$ cat config.mk
export PLATFORM = sky130hd
export DESIGN_NAME = amcs_device_flat
export DESIGN_NICKNAME = d
export VERILOG_FILES = /design/src/include/amcs_pkg.sv /design/src/include/amcs_if.sv /design/src/logic/amcs_device.sv /design/src/flat_wrapper.sv
export SDC_FILE = /design/constraint.sdc
export NUM_CORES = 1
export LEC_CHECK = 0
export ABC_CLOCK_PERIOD_IN_PS = 5200
export BUFFER_PORTS_ARGS = -buffer_cell sky130_fd_sc_hd__buf_4
export CORE_MARGIN = 3
export CORE_UTILIZATION = 44
export CTS_CLUSTER_DIAMETER = 120
export DETAILED_ROUTE_END_ITERATION = 8
export SYNTH_ARGS = -nofsm -noshare
export SYNTH_HDL_FRONTEND = slang
export SYNTH_SLANG_ARGS = --single-unit
$ cat constraint.sdc
create_clock -name CLK_SYS_I -period 5.2 [get_ports CLK_SYS_I]
set_clock_uncertainty 0.2 [all_clocks]
set_input_delay 0.52 -clock CLK_SYS_I [delete_from_list [all_inputs] [get_ports CLK_SYS_I]]
set_output_delay 0.52 -clock CLK_SYS_I [all_outputs]
set_load 0.05 [all_outputs]
$ cat src/include/amcs_pkg.sv
// Package of constants shared by the converter control ends
// Behaviour
// - Device timing uses rising clock edges only
// - Reset by pin pulse low or write 0x00=0x0001
// - Power down by pin high or 0x0F=0x0200
// - Active by pin low or 0x0F=0x0000
// - Host start-up order: reset, down, phase, mode, up, inputs
// - Phase register written only while down, before mode
// - Mode change: down, mode, up, reselect inputs
// - Register 0x31: mode upper byte, divider lower
// - Channel sample rate is clock over divider
// - Input selection applies immediately, no power down
// - Input bytes one-hot; quad assigns channels in order
// - Dual: 0x3A channel one, 0x3B channel two
// - Single: all four bytes equal one-hot
package amcs_pkg;
    // ==================================================
    // Register offsets
    localparam logic [7:0] REG_SOFT_RESET = 8'h00;
    localparam logic [7:0] REG_POWER_STATE = 8'h0f;
    localparam logic [7:0] REG_MODE_DIV = 8'h31;
    localparam logic [7:0] REG_INSEL_LOW = 8'h3a;
    localparam logic [7:0] REG_INSEL_HIGH = 8'h3b;
    localparam logic [7:0] REG_PHASE_CFG = 8'h42;
    // ==================================================
    // Register values
    localparam logic [15:0] VAL_SOFT_RESET = 16'h0001;
    localparam logic [15:0] VAL_POWER_DOWN = 16'h0200;
    localparam logic [15:0] VAL_ACTIVE = 16'h0000;
    localparam logic [15:0] VAL_MODE_SINGLE = 16'h0001;
    localparam logic [15:0] VAL_MODE_DUAL = 16'h0102;
    localparam logic [15:0] VAL_MODE_QUAD = 16'h0204;
    localparam logic [15:0] VAL_INSEL_RST = 16'h0202;
    localparam logic [15:0] VAL_PHASE_RST = 16'h0000;
    localparam logic [7:0] MODE_SINGLE = 8'h00;
    localparam logic [7:0] MODE_DUAL = 8'h01;
    localparam logic [7:0] MODE_QUAD = 8'h02;
    // ==================================================
    // Serial frame
    localparam int FRAME_BITS = 24;
    localparam logic [4:0] FRAME_LAST = 5'h17;
    localparam logic [3:0] SCLK_HALF = 4'h2;
    // ==================================================
    // Host register map, AXI4-Lite byte addresses
    localparam logic [3:0] HA_CMD = 4'h0;
    localparam logic [3:0] HA_STATUS = 4'h4;
    localparam logic [3:0] HA_PINS = 4'h8;
    localparam logic [3:0] HA_RDATA = 4'hc;
    localparam logic [1:0] RESP_OKAY = 2'h0;
    localparam logic [1:0] RESP_SLVERR = 2'h2;
endpackage

$ cat src/include/amcs_if.sv
// Serial control port and pins between host and converter control
`timescale 1ns/100ps
interface amcs_if;
    logic sclk;
    logic csel_n;
    logic sdata;
    logic chip_reset_low_pin;
    logic power_down_pin;
    modport dev (input sclk, input csel_n, input sdata, input chip_reset_low_pin, input power_down_pin);
    modport host (output sclk, output csel_n, output sdata, output chip_reset_low_pin, output power_down_pin);
endinterface

$ cat src/logic/amcs_device.sv
// Converter control end: serial register port, power, mode and input routing
`timescale 1ns/100ps
module amcs_device
(
    // Clock, reset, enable
    input wire logic CLK_SYS_I,
    input wire logic RST_I,
    input wire logic CE_I,
    // Control link
    amcs_if.dev LINK,
    // Converter state
    output logic POWERED_DOWN_O,
    output logic [7:0] MODE_O,
    output logic [7:0] DIVIDER_O,
    output logic [15:0] INSEL_LOW_O,
    output logic [15:0] INSEL_HIGH_O,
    output logic [15:0] PHASE_CFG_O,
    output logic SAMPLE_STROBE_O,
    output logic [3:0] CH_INPUT_O [4]
);
    logic sclk_d_r;
    logic [4:0] bit_cnt_r;
    logic [23:0] shift_r;
    logic frame_done;
    logic [7:0] addr;
    logic [15:0] data;
    logic rst_pin_d_r;
    logic soft_rst;
    logic pin_rst;
    logic pin_pd_d_r;
    logic [7:0] div_cnt_r;
    logic [15:0] mode_div_r;

    // Shift on rising serial clock, 24th bit completes the frame
    assign frame_done = !LINK.csel_n && LINK.sclk && !sclk_d_r && bit_cnt_r == amcs_pkg::FRAME_LAST;
    assign addr = shift_r[22:15];
    assign data = {shift_r[14:0], LINK.sdata};
    assign soft_rst = frame_done && addr == amcs_pkg::REG_SOFT_RESET && data == amcs_pkg::VAL_SOFT_RESET;
    // Pin holds reset while low and once more on its return high
    assign pin_rst = !LINK.chip_reset_low_pin || !rst_pin_d_r;

    // Serial receiver
    always_ff @(posedge CLK_SYS_I or posedge RST_I)
    begin
        if (RST_I)
        begin
            sclk_d_r <= 1'b0;
            bit_cnt_r <= 5'h00;
            shift_r <= 24'h000000;
        end
        else if (CE_I)
        begin
            sclk_d_r <= LINK.sclk;
            if (LINK.csel_n)
                bit_cnt_r <= 5'h00;
            else if (LINK.sclk && !sclk_d_r)
            begin
                shift_r <= {shift_r[22:0], LINK.sdata};
                bit_cnt_r <= frame_done ? 5'h00 : bit_cnt_r + 5'h01;
            end
        end
    end

    // Reset pin edge: reset also applies on return high after a low pulse
    always_ff @(posedge CLK_SYS_I or posedge RST_I)
    begin
        if (RST_I)
            rst_pin_d_r <= 1'b1;
        else if (CE_I)
            rst_pin_d_r <= LINK.chip_reset_low_pin;
    end

    // Register file, cleared by pin pulse or soft reset command
    always_ff @(posedge CLK_SYS_I or posedge RST_I)
    begin
        if (RST_I)
        begin
            mode_div_r <= amcs_pkg::VAL_MODE_SINGLE;
            INSEL_LOW_O <= amcs_pkg::VAL_INSEL_RST;
            INSEL_HIGH_O <= amcs_pkg::VAL_INSEL_RST;
            PHASE_CFG_O <= amcs_pkg::VAL_PHASE_RST;
        end
        else if (CE_I)
        begin
            if (pin_rst || soft_rst)
            begin
                mode_div_r <= amcs_pkg::VAL_MODE_SINGLE;
                INSEL_LOW_O <= amcs_pkg::VAL_INSEL_RST;
                INSEL_HIGH_O <= amcs_pkg::VAL_INSEL_RST;
                PHASE_CFG_O <= amcs_pkg::VAL_PHASE_RST;
            end
            else if (frame_done)
            begin
                unique case (addr)
                    // Mode writes only taken while down: sync routines need it
                    amcs_pkg::REG_MODE_DIV:
                        if (POWERED_DOWN_O)
                            mode_div_r <= data;
                    // Routing takes effect at end of frame in any state
                    amcs_pkg::REG_INSEL_LOW: INSEL_LOW_O <= data;
                    amcs_pkg::REG_INSEL_HIGH: INSEL_HIGH_O <= data;
                    amcs_pkg::REG_PHASE_CFG:
                        if (POWERED_DOWN_O)
                            PHASE_CFG_O <= data;
                    default: ;
                endcase
            end
        end
    end

    // Power state: pin edges and register writes both steer it
    always_ff @(posedge CLK_SYS_I or posedge RST_I)
    begin
        if (RST_I)
        begin
            pin_pd_d_r <= 1'b0;
            POWERED_DOWN_O <= 1'b0;
        end
        else if (CE_I)
        begin
            pin_pd_d_r <= LINK.power_down_pin;
            if (LINK.power_down_pin && !pin_pd_d_r)
                POWERED_DOWN_O <= 1'b1;
            else if (!LINK.power_down_pin && pin_pd_d_r)
                POWERED_DOWN_O <= 1'b0;
            else if (frame_done && addr == amcs_pkg::REG_POWER_STATE)
                POWERED_DOWN_O <= (data == amcs_pkg::VAL_POWER_DOWN) ? 1'b1 : (data == amcs_pkg::VAL_ACTIVE) ? 1'b0 : POWERED_DOWN_O;
            else if (pin_rst || soft_rst)
                POWERED_DOWN_O <= LINK.power_down_pin;
        end
    end

    // Mode and divider outputs
    always_ff @(posedge CLK_SYS_I or posedge RST_I)
    begin
        if (RST_I)
        begin
            MODE_O <= amcs_pkg::MODE_SINGLE;
            DIVIDER_O <= amcs_pkg::VAL_MODE_SINGLE[7:0];
        end
        else if (CE_I)
        begin
            MODE_O <= mode_div_r[15:8];
            DIVIDER_O <= mode_div_r[7:0];
        end
    end

    // Channel sample strobe: rising edges only, clock over divider
    always_ff @(posedge CLK_SYS_I or posedge RST_I)
    begin
        if (RST_I)
        begin
            div_cnt_r <= 8'h00;
            SAMPLE_STROBE_O <= 1'b0;
        end
        else if (CE_I)
        begin
            if (POWERED_DOWN_O || div_cnt_r + 8'h01 >= DIVIDER_O)
                div_cnt_r <= 8'h00;
            else
                div_cnt_r <= div_cnt_r + 8'h01;
            SAMPLE_STROBE_O <= !POWERED_DOWN_O && div_cnt_r == 8'h00;
        end
    end

    // Per-channel input, one-hot byte to input number 1..4, 0 if invalid
    function automatic logic [3:0] dec_in(input logic [7:0] b);
        unique case (b)
            8'h02: dec_in = 4'h1;
            8'h04: dec_in = 4'h2;
            8'h08: dec_in = 4'h3;
            8'h10: dec_in = 4'h4;
            default: dec_in = 4'h0;
        endcase
    endfunction

    // Byte use follows mode: quad in order, dual per register, single from 0x3A upper byte only
    always_ff @(posedge CLK_SYS_I or posedge RST_I)
    begin
        if (RST_I)
            for (int i = 0; i < 4; i++)
                CH_INPUT_O[i] <= 4'h0;
        else if (CE_I)
        begin
            CH_INPUT_O[0] <= dec_in(INSEL_LOW_O[15:8]);
            CH_INPUT_O[1] <= (MODE_O == amcs_pkg::MODE_SINGLE) ? 4'h0 :
                             (MODE_O == amcs_pkg::MODE_DUAL) ? dec_in(INSEL_HIGH_O[15:8]) :
                             dec_in(INSEL_LOW_O[7:0]);
            CH_INPUT_O[2] <= (MODE_O == amcs_pkg::MODE_QUAD) ? dec_in(INSEL_HIGH_O[15:8]) : 4'h0;
            CH_INPUT_O[3] <= (MODE_O == amcs_pkg::MODE_QUAD) ? dec_in(INSEL_HIGH_O[7:0]) : 4'h0;
        end
    end
endmodule

$ cat src/flat_wrapper.sv
// flat-port wrapper written by rule: the top's interface ports become plain ports
module amcs_device_flat 
  (CLK_SYS_I, RST_I, CE_I, POWERED_DOWN_O, MODE_O, DIVIDER_O, INSEL_LOW_O, INSEL_HIGH_O, PHASE_CFG_O, SAMPLE_STROBE_O, CH_INPUT_O, LINK_sclk, LINK_csel_n, LINK_sdata, LINK_chip_reset_low_pin, LINK_power_down_pin);
  amcs_if LINK_i ();
  input wire logic CLK_SYS_I;
  input wire logic RST_I;
  input wire logic CE_I;
  output logic POWERED_DOWN_O;
  output logic [7:0] MODE_O;
  output logic [7:0] DIVIDER_O;
  output logic [15:0] INSEL_LOW_O;
  output logic [15:0] INSEL_HIGH_O;
  output logic [15:0] PHASE_CFG_O;
  output logic SAMPLE_STROBE_O;
  output logic [3:0] CH_INPUT_O[4];
  input wire logic [$bits(LINK_i.sclk)-1:0] LINK_sclk;
  input wire logic [$bits(LINK_i.csel_n)-1:0] LINK_csel_n;
  input wire logic [$bits(LINK_i.sdata)-1:0] LINK_sdata;
  input wire logic [$bits(LINK_i.chip_reset_low_pin)-1:0] LINK_chip_reset_low_pin;
  input wire logic [$bits(LINK_i.power_down_pin)-1:0] LINK_power_down_pin;
  assign LINK_i.sclk = LINK_sclk;
  assign LINK_i.csel_n = LINK_csel_n;
  assign LINK_i.sdata = LINK_sdata;
  assign LINK_i.chip_reset_low_pin = LINK_chip_reset_low_pin;
  assign LINK_i.power_down_pin = LINK_power_down_pin;
  amcs_device u_core (.CLK_SYS_I(CLK_SYS_I), .RST_I(RST_I), .CE_I(CE_I), .LINK(LINK_i), .POWERED_DOWN_O(POWERED_DOWN_O), .MODE_O(MODE_O), .DIVIDER_O(DIVIDER_O), .INSEL_LOW_O(INSEL_LOW_O), .INSEL_HIGH_O(INSEL_HIGH_O), .PHASE_CFG_O(PHASE_CFG_O), .SAMPLE_STROBE_O(SAMPLE_STROBE_O), .CH_INPUT_O(CH_INPUT_O));
endmodule
==> results of run 1 <==
## state kept, by name, summed over array words and instances (netlist names)
signal / count
u_core.CH_INPUT_O: 12
u_core.DIVIDER_O: 8
u_core.INSEL_HIGH_O: 16
u_core.INSEL_LOW_O: 16
u_core.MODE_O: 8
u_core.PHASE_CFG_O: 16
u_core.POWERED_DOWN_O: 1
u_core.SAMPLE_STROBE_O: 1
u_core.bit_cnt_r: 5
u_core.div_cnt_r: 8
u_core.mode_div_r: 16
u_core.pin_pd_d_r: 1
u_core.rst_pin_d_r: 1
u_core.sclk_d_r: 1
u_core.shift_r: 23
## critical path, cell delays in order (launching register included)
cell and delay (ps):
dfrtp_1 390, ha_1 260, nand4b_1 180, or4_4 550
o31ai_4 440, o21ai_2 420, nand2_1 200, o21ai_1 80
## layout by cell type (no fill, tap or decap), drive strengths merged, types with 2 or more instances in the layout
master | synthesis | routed
o31ai | 2 | 2
o22ai | 4 | 4
o21a | 2 | 2
buf | 18 | 87
or3b | 2 | 2
conb | 1 | 4
nand4b | 4 | 4
o32ai | 3 | 3
nor4b | 3 | 3
clkbuf | 10 | 25
nor4 | 11 | 11
o21ai | 89 | 89
dfstp | 7 | 7
a22o | 3 | 3
nand2b | 11 | 11
a31oi | 3 | 3
o2bb2ai | 3 | 3
nand3 | 8 | 8
nand2 | 99 | 99
a21oi | 5 | 5
xor2 | 3 | 3
nor3 | 15 | 15
ha | 11 | 11
xnor2 | 13 | 13
bufinv | 0 | 3
a32o | 2 | 2
nor3b | 3 | 3
dfrtp | 126 | 126
a21o | 4 | 4
nand4 | 6 | 6
or4 | 4 | 4
nor2 | 17 | 17
mux2 | 35 | 35
clkinv | 0 | 3
inv | 23 | 23
a211oi | 2 | 2
## timing repair
action | in CTS | in global routing
hold endpoints to repair | 38 | 0
hold buffers | 1 | 0
buffers inserted | 0 | 0
## layout make-up
cell class / instances / area [um2]
Clock inverter: 7 / 116
Tap cell: 172 / 215
Fill cell: 1131 / 5590
Inverter: 23 / 88.8
Sequential cell: 133 / 3340
Timing Repair Buffer: 88 / 663
Clock buffer: 25 / 515
Multi-Input combinational cell: 376 / 2300
## per-layer routing
metal  track usage [%]  vias to the layer above  part of all wire (%)
li1                  -                     2113                     -
met1              28.4                     2154                    47
met2              30.5                       80                    47
met3              4.90                       20                   3.5
met4              6.93                        0                   1.6
met5                 0                        -                     0
## power breakdown
group | switching (mW) | internal [mW]
clock | 0.430 | 0.830
sequential | 0.0760 | 1.12
combinational | 0.347 | 0.157
total | 0.853 | 2.11
## path summary, 6_finish.rpt
kind / startpoint / end / cells past startpoint
min: LINK_sclk / u_core.sclk_d_r / 2
min reg2reg: u_core.mode_div_r[0] / u_core.mode_div_r[0] / 2
max: u_core.bit_cnt_r[0] / u_core.INSEL_HIGH_O[12] / 7
max in group asynchronous: RST_I / u_core.div_cnt_r[6] / 4
max reg2reg: u_core.bit_cnt_r[0] / u_core.INSEL_HIGH_O[12] / 7
min in group asynchronous: RST_I / u_core.CH_INPUT_O[0] / 3
## cell families (layout without fill, tap and decap cells)
group	after synthesis	count (layout)
simple gates	188	188
flops	133	133
compound gates	122	122
buf+inv	51	143
mux	35	35
xor+xnor	16	16
fa+ha+maj	11	11
other cells	1	4
==> qor.yml, run 1 <==
clock_tree:
  cts_root_buffer: "clkbuf_16"
  cts.sinks: 133
  cts_tree: "built"
  insertion_delay_ps: 420
  clk_path_buf_depth: 2
  cts_resized: 0
  cts_max_level: 4
  clkTransAtPathRegs_ps: 60
  cts_buffers: 17
cells_and_area:
  post-route-util_pct: 56.4
  stdcell_area_um2: 7240
  diodes: 0
  drive_gt1_share_pct: 25.6
  fin_cells: 824
  final_nets: 658
  area_delta_synth_final_pct: 23.3
sta:
  fmax_mhz: 346
  min_period_over_period_pct: 55.5
  max_slew.worst_pin.slew_ps: 1230
  hold_ws_ps: 152
  final.setup.tns_ps: 0
  fin_crit_ps: 2890
  rsz0062_at_grt: "false"
  setup_viol: 0
  finalMaxSlewViolations: 0
  relSlewSlack_pct: 17.9
  finalHoldViolCount: 0
  fin_ws_ps: 2310
synthesis:
  syn_area_per_cell_um2: 10.5
  ys_seq_area_share_pct: 56.9
  synth_flop_cell: "dfrtp_1"
  synth_compound_area_share_pct: 12.2
  yosysMostFrequentCell: "dfrtp_1"
  syn_inst: 557
  synth_seq_cells: 133
  synth-xor-area-share_pct: 2.39
  synth_top_area_share_pct: 53.7
  synthMuxAreaShare_pct: 6.72
  synth_common_cells: "126 x dfrtp_1, 99 x nand2_1, 61 x o21ai_1"
  ys_types: 47
  netlist_area_um2: 5870
  synth_fa_ha_area_share_pct: 2.35
  yosys.area.top_type: "dfrtp_1"
  synth_top_family_by_area: "simple AND/OR/NAND/NOR gates"
  async_reset_ff_share_pct: 100
  synth.top_cells.by_area: "dfrtp_1 54%, mux2_2 6.5%, nand2_1 6.3%, o21ai_1 5.2%, dfstp_2 3.1%"
  synth_edf_count: 0
  ys.warnings.count: 0
  synth_simple_gate_area_share_pct: 15.2
placement:
  dpl.cell_count: 791
  io_buffers: 85
  pre_cts_ws_ps: 2040
  place.gp.congestion: 0.818
  dp_hpwl_mm: 9.93
  placed_area_um2: 6600
die:
  die_x_um: 121
  core_um2: 12800
  fp-row-count: 41
  die_h_um: 121
  io_pins: 90
  start_util_pct: 45.8
  fp.dieArea_um2: 14800
worst_hold_path:
  holdCritPathClass: "input pin to flop"
drt:
  drc: 0
  viasPerCell: 5.30
  firstDrtPassIters: 5
  num_vias: 4367
  wl_per_cell_um: 17.1
  drt-initial-drc-count: 308
  wl_mm: 14.1
  ant_nets: 0
pwr:
  power_density_nw_per_um2: 409
  ir_worst_vdd_mv: 0.229
  p_total_mw: 2.96
  power.leakage_nw: 3.35
setup_path:
  crit_path_max_fanout: 32
  worstSetupPathType: "flop to flop"
  crit_path_end_kind: "flop"
  cp.arrival_ps: 2940
  reg2reg_slack_ps: 2310
  critPathLaunchType: "flop"
  cp.required_ps: 5250
grt:
  grt_usage_pct: 20.1
  grt_pass1_wl_mm: 22.7
  grt_start_max_net_pins: 58
  grt_overflow: 0
  grt_pass1_vias: 4173
  antenna_found_initial: 0
status:
  status: "finished, final reports clean"
job:
  max_cap_violations: 0
Note: power is estimated with default switching activity, not from simulation.
==> run 2, diff against run 1 <==
--- a/config.mk
+++ b/config.mk
@@ -5,7 +5,7 @@
 export SDC_FILE = /design/constraint.sdc
 export NUM_CORES = 1
 export LEC_CHECK = 0
-export ABC_CLOCK_PERIOD_IN_PS = 5200
+export ABC_CLOCK_PERIOD_IN_PS = 2800
 export BUFFER_PORTS_ARGS = -buffer_cell sky130_fd_sc_hd__buf_4
 export CORE_MARGIN = 3
 export CORE_UTILIZATION = 44
==> constraint.sdc (replaced) <==
create_clock -name CLK_SYS_I -period 2.8 [get_ports CLK_SYS_I]
set_clock_uncertainty 0.2 [all_clocks]
set_input_delay 0.28 -clock CLK_SYS_I [delete_from_list [all_inputs] [get_ports CLK_SYS_I]]
set_output_delay 0.28 -clock CLK_SYS_I [all_outputs]
set_load 0.05 [all_outputs]
==> qor.yml, run 2 (synthesis gave the netlist of run 1 again) <==
status:
  status: "finished, final reports clean"
drt:
  viasPerCell: 5.25  # -1.0%
  wl_mm: 14.3  # +1.4%
  ant_nets: 0  # unchanged
  wl_per_cell_um: 17.0  # -0.56%
  drt-initial-drc-count: 277  # -10%
  firstDrtPassIters: 5  # unchanged
  drc: 0  # unchanged
  num_vias: 4406  # +0.89%
sta:
  finalHoldViolCount: 0  # unchanged
  relSlewSlack_pct: 52.6  # +35 points
  hold_ws_ps: 20.6  # -132 ps
  rsz0062_at_grt: "false"
  fmax_mhz: 373  # +7.6%
  min_period_over_period_pct: 95.8  # +40 points
  fin_crit_ps: 2680  # -205 ps
  finalMaxSlewViolations: 0  # unchanged
  fin_ws_ps: 116  # -2200 ps
  max_slew.worst_pin.slew_ps: 711  # -519 ps
  setup_viol: 0  # unchanged
  final.setup.tns_ps: 0  # unchanged
clock_tree:
  cts_root_buffer: "clkbuf_16"
  cts_max_level: 4  # unchanged
  clk_path_buf_depth: 2  # unchanged
  insertion_delay_ps: 420  # about the same
  cts.sinks: 133  # unchanged
  clkTransAtPathRegs_ps: 60  # about the same
  cts_tree: "built"
  cts_buffers: 17  # unchanged
setup_path:
  critPathLaunch: "u_core.bit_cnt_r[0]"
  cp.required_ps: 2890  # -2360 ps
  worstSetupPathType: "flop to flop"
  critPathLaunchType: "flop"
  r2r_start: "u_core.bit_cnt_r[0]"
  reg2reg_to: "u_core.mode_div_r[4]"
  reg2reg_slack_ps: 120  # -2200 ps
  crit_path_max_fanout: 12  # -63%
  cp-endpoint: "u_core.mode_div_r[4]"
  cp.arrival_ps: 2770  # -170 ps
  crit_path_end_kind: "flop"
  r2r_cells: 7  # unchanged
die:
  start_util_pct: 45.8  # unchanged
  fp-row-count: 41  # unchanged
  io_pins: 90  # unchanged
  die_x_um: 121  # unchanged
  core_um2: 12800  # unchanged
  fp.dieArea_um2: 14800  # unchanged
  die_h_um: 121  # unchanged
cells_and_area:
  drive_gt1_share_pct: 28.0  # +2.4 points
  diodes: 0  # unchanged
  fin_cells: 840  # +1.9%
  final_nets: 674  # +2.4%
  largest_reg_flops: 23  # unchanged
  final_cell_mix: "126 x dfrtp_1, 98 x buf_4, 95 x nand2_1"
  stdcell_area_um2: 7430  # +2.6%
  final_common_cell: "dfrtp_1"
  area_delta_synth_final_pct: 26.6
  n_fill_cell: 1110  # -1.9%
  post-route-util_pct: 57.9  # +1.5 points
  top_register: "u_core.shift_r"
pwr:
  p_total_mw: 5.62  # +90%
  p_switching_mw: 1.58  # +85%
  p_int_mw: 4.04  # +92%
  comb_power_share_pct: 17.4  # +0.4 points
  power_density_nw_per_um2: 756  # +85%
  pwr-share-seq_pct: 39.5  # -0.9 points
  ir_worst_vdd_mv: 0.462  # +100%
  pwr-share-clk_pct: 43.1  # +0.5 points
  p_sw_share_pct: 28.1  # -0.74 points
  power.leakage_nw: 3.44  # +2.9%
placement:
  dpl.cell_count: 800  # +1.1%
  place.gp.congestion: 0.821  # +0.38%
  io_buffers: 85  # unchanged
  pre_cts_ws_ps: 29.3  # -2010 ps
  dp_hpwl_mm: 9.87  # -0.62%
  placed_area_um2: 6680  # +1.2%
grt:
  antenna_found_initial: 0  # unchanged
  grt_usage_pct: 20.2  # +0.11 points
  grt_overflow: 0  # unchanged
  grt_start_max_net_pins: 134  # +130%
  grt_pass1_wl_mm: 22.9  # +1.2%
  grt_pass1_vias: 4279  # +2.5%
job:
  max_cap_violations: 0  # unchanged
worst_hold_path:
  holdCritPathClass: "input pin to flop"
[run 2: cell types whose count changed in the layout (fill, tap and decap cells not counted), moves of 4 or more]
cell           delta
dlygate4sd3_1     +4
nand2_2           +4
buf_4            +11
nand2_1           -4
[run 2: what timing repair did]
| item | CTS | global route |
|---|---|---|
| hold endpoints to repair | 131 | 0 |
| hold buffers | 5 | 0 |
| buffers inserted | 0 | 3 |
| endpoints found under the setup margin | 0 | 65 |
| gates resized for setup | 0 | 7 |
[run 2: power by group through the flow]
stage / registers (mW) / clock network (mW) / logic, mW
floorplan: 2.48 / 0 / 0.433
global placement: 2.25 / 0 / 0.958
detailed placement: 2.25 / 0 / 0.970
CTS: 2.22 / 2.46 / 0.982
global route: 2.24 / 2.54 / 1.07
finish: 2.22 / 2.42 / 0.978
[run 2: cell type report]
type                    instances  area [um2]  area share, %
inverters                      23        90.1           1.21
well taps                     172         215           2.90
flip-flops and latches        133        3340           44.9
clock inverters                 8         143           1.92
repair buffers                104         806           10.8
clock buffers                  24         512           6.89
multi-input cells             376        2320           31.3
[run 2: per-layer routing]
layer / global-route usage (%) / routed length, um / up-vias
li1: - / - / 2147
met1: 27.9 / 6570 / 2162
met2: 31.7 / 6890 / 91
met3: 5.31 / 743 / 6
met4: 5.67 / 80 / 0
met5: 0 / 0 / -
[run 2: how the worst min path moves through the flow]
| stage | cells after the start | to | slack, ps | start |
|---|---|---|---|---|
| global route | 2 | u_core.div_cnt_r[7] | 30 | CE_I |
| finish | 2 | u_core.div_cnt_r[7] | 20 | CE_I |
| floorplan | 2 | u_core.pin_pd_d_r | 200 | LINK_power_down_pin |
| CTS | 2 | u_core.div_cnt_r[7] | 9 | CE_I |
| global placement | 2 | u_core.mode_div_r[15] | 260 | u_core.mode_div_r[15] |
| detailed placement | 2 | u_core.mode_div_r[15] | 270 | u_core.mode_div_r[15] |
[run 2: critical path, cell delays in order, from the launching register on]
cell      delay (ps)
dfrtp_1          380
ha_1             260
nand4b_1         190
or4_4            560
or2_1            270
o21a_2           300
nand2_1          280
o21ai_1          110
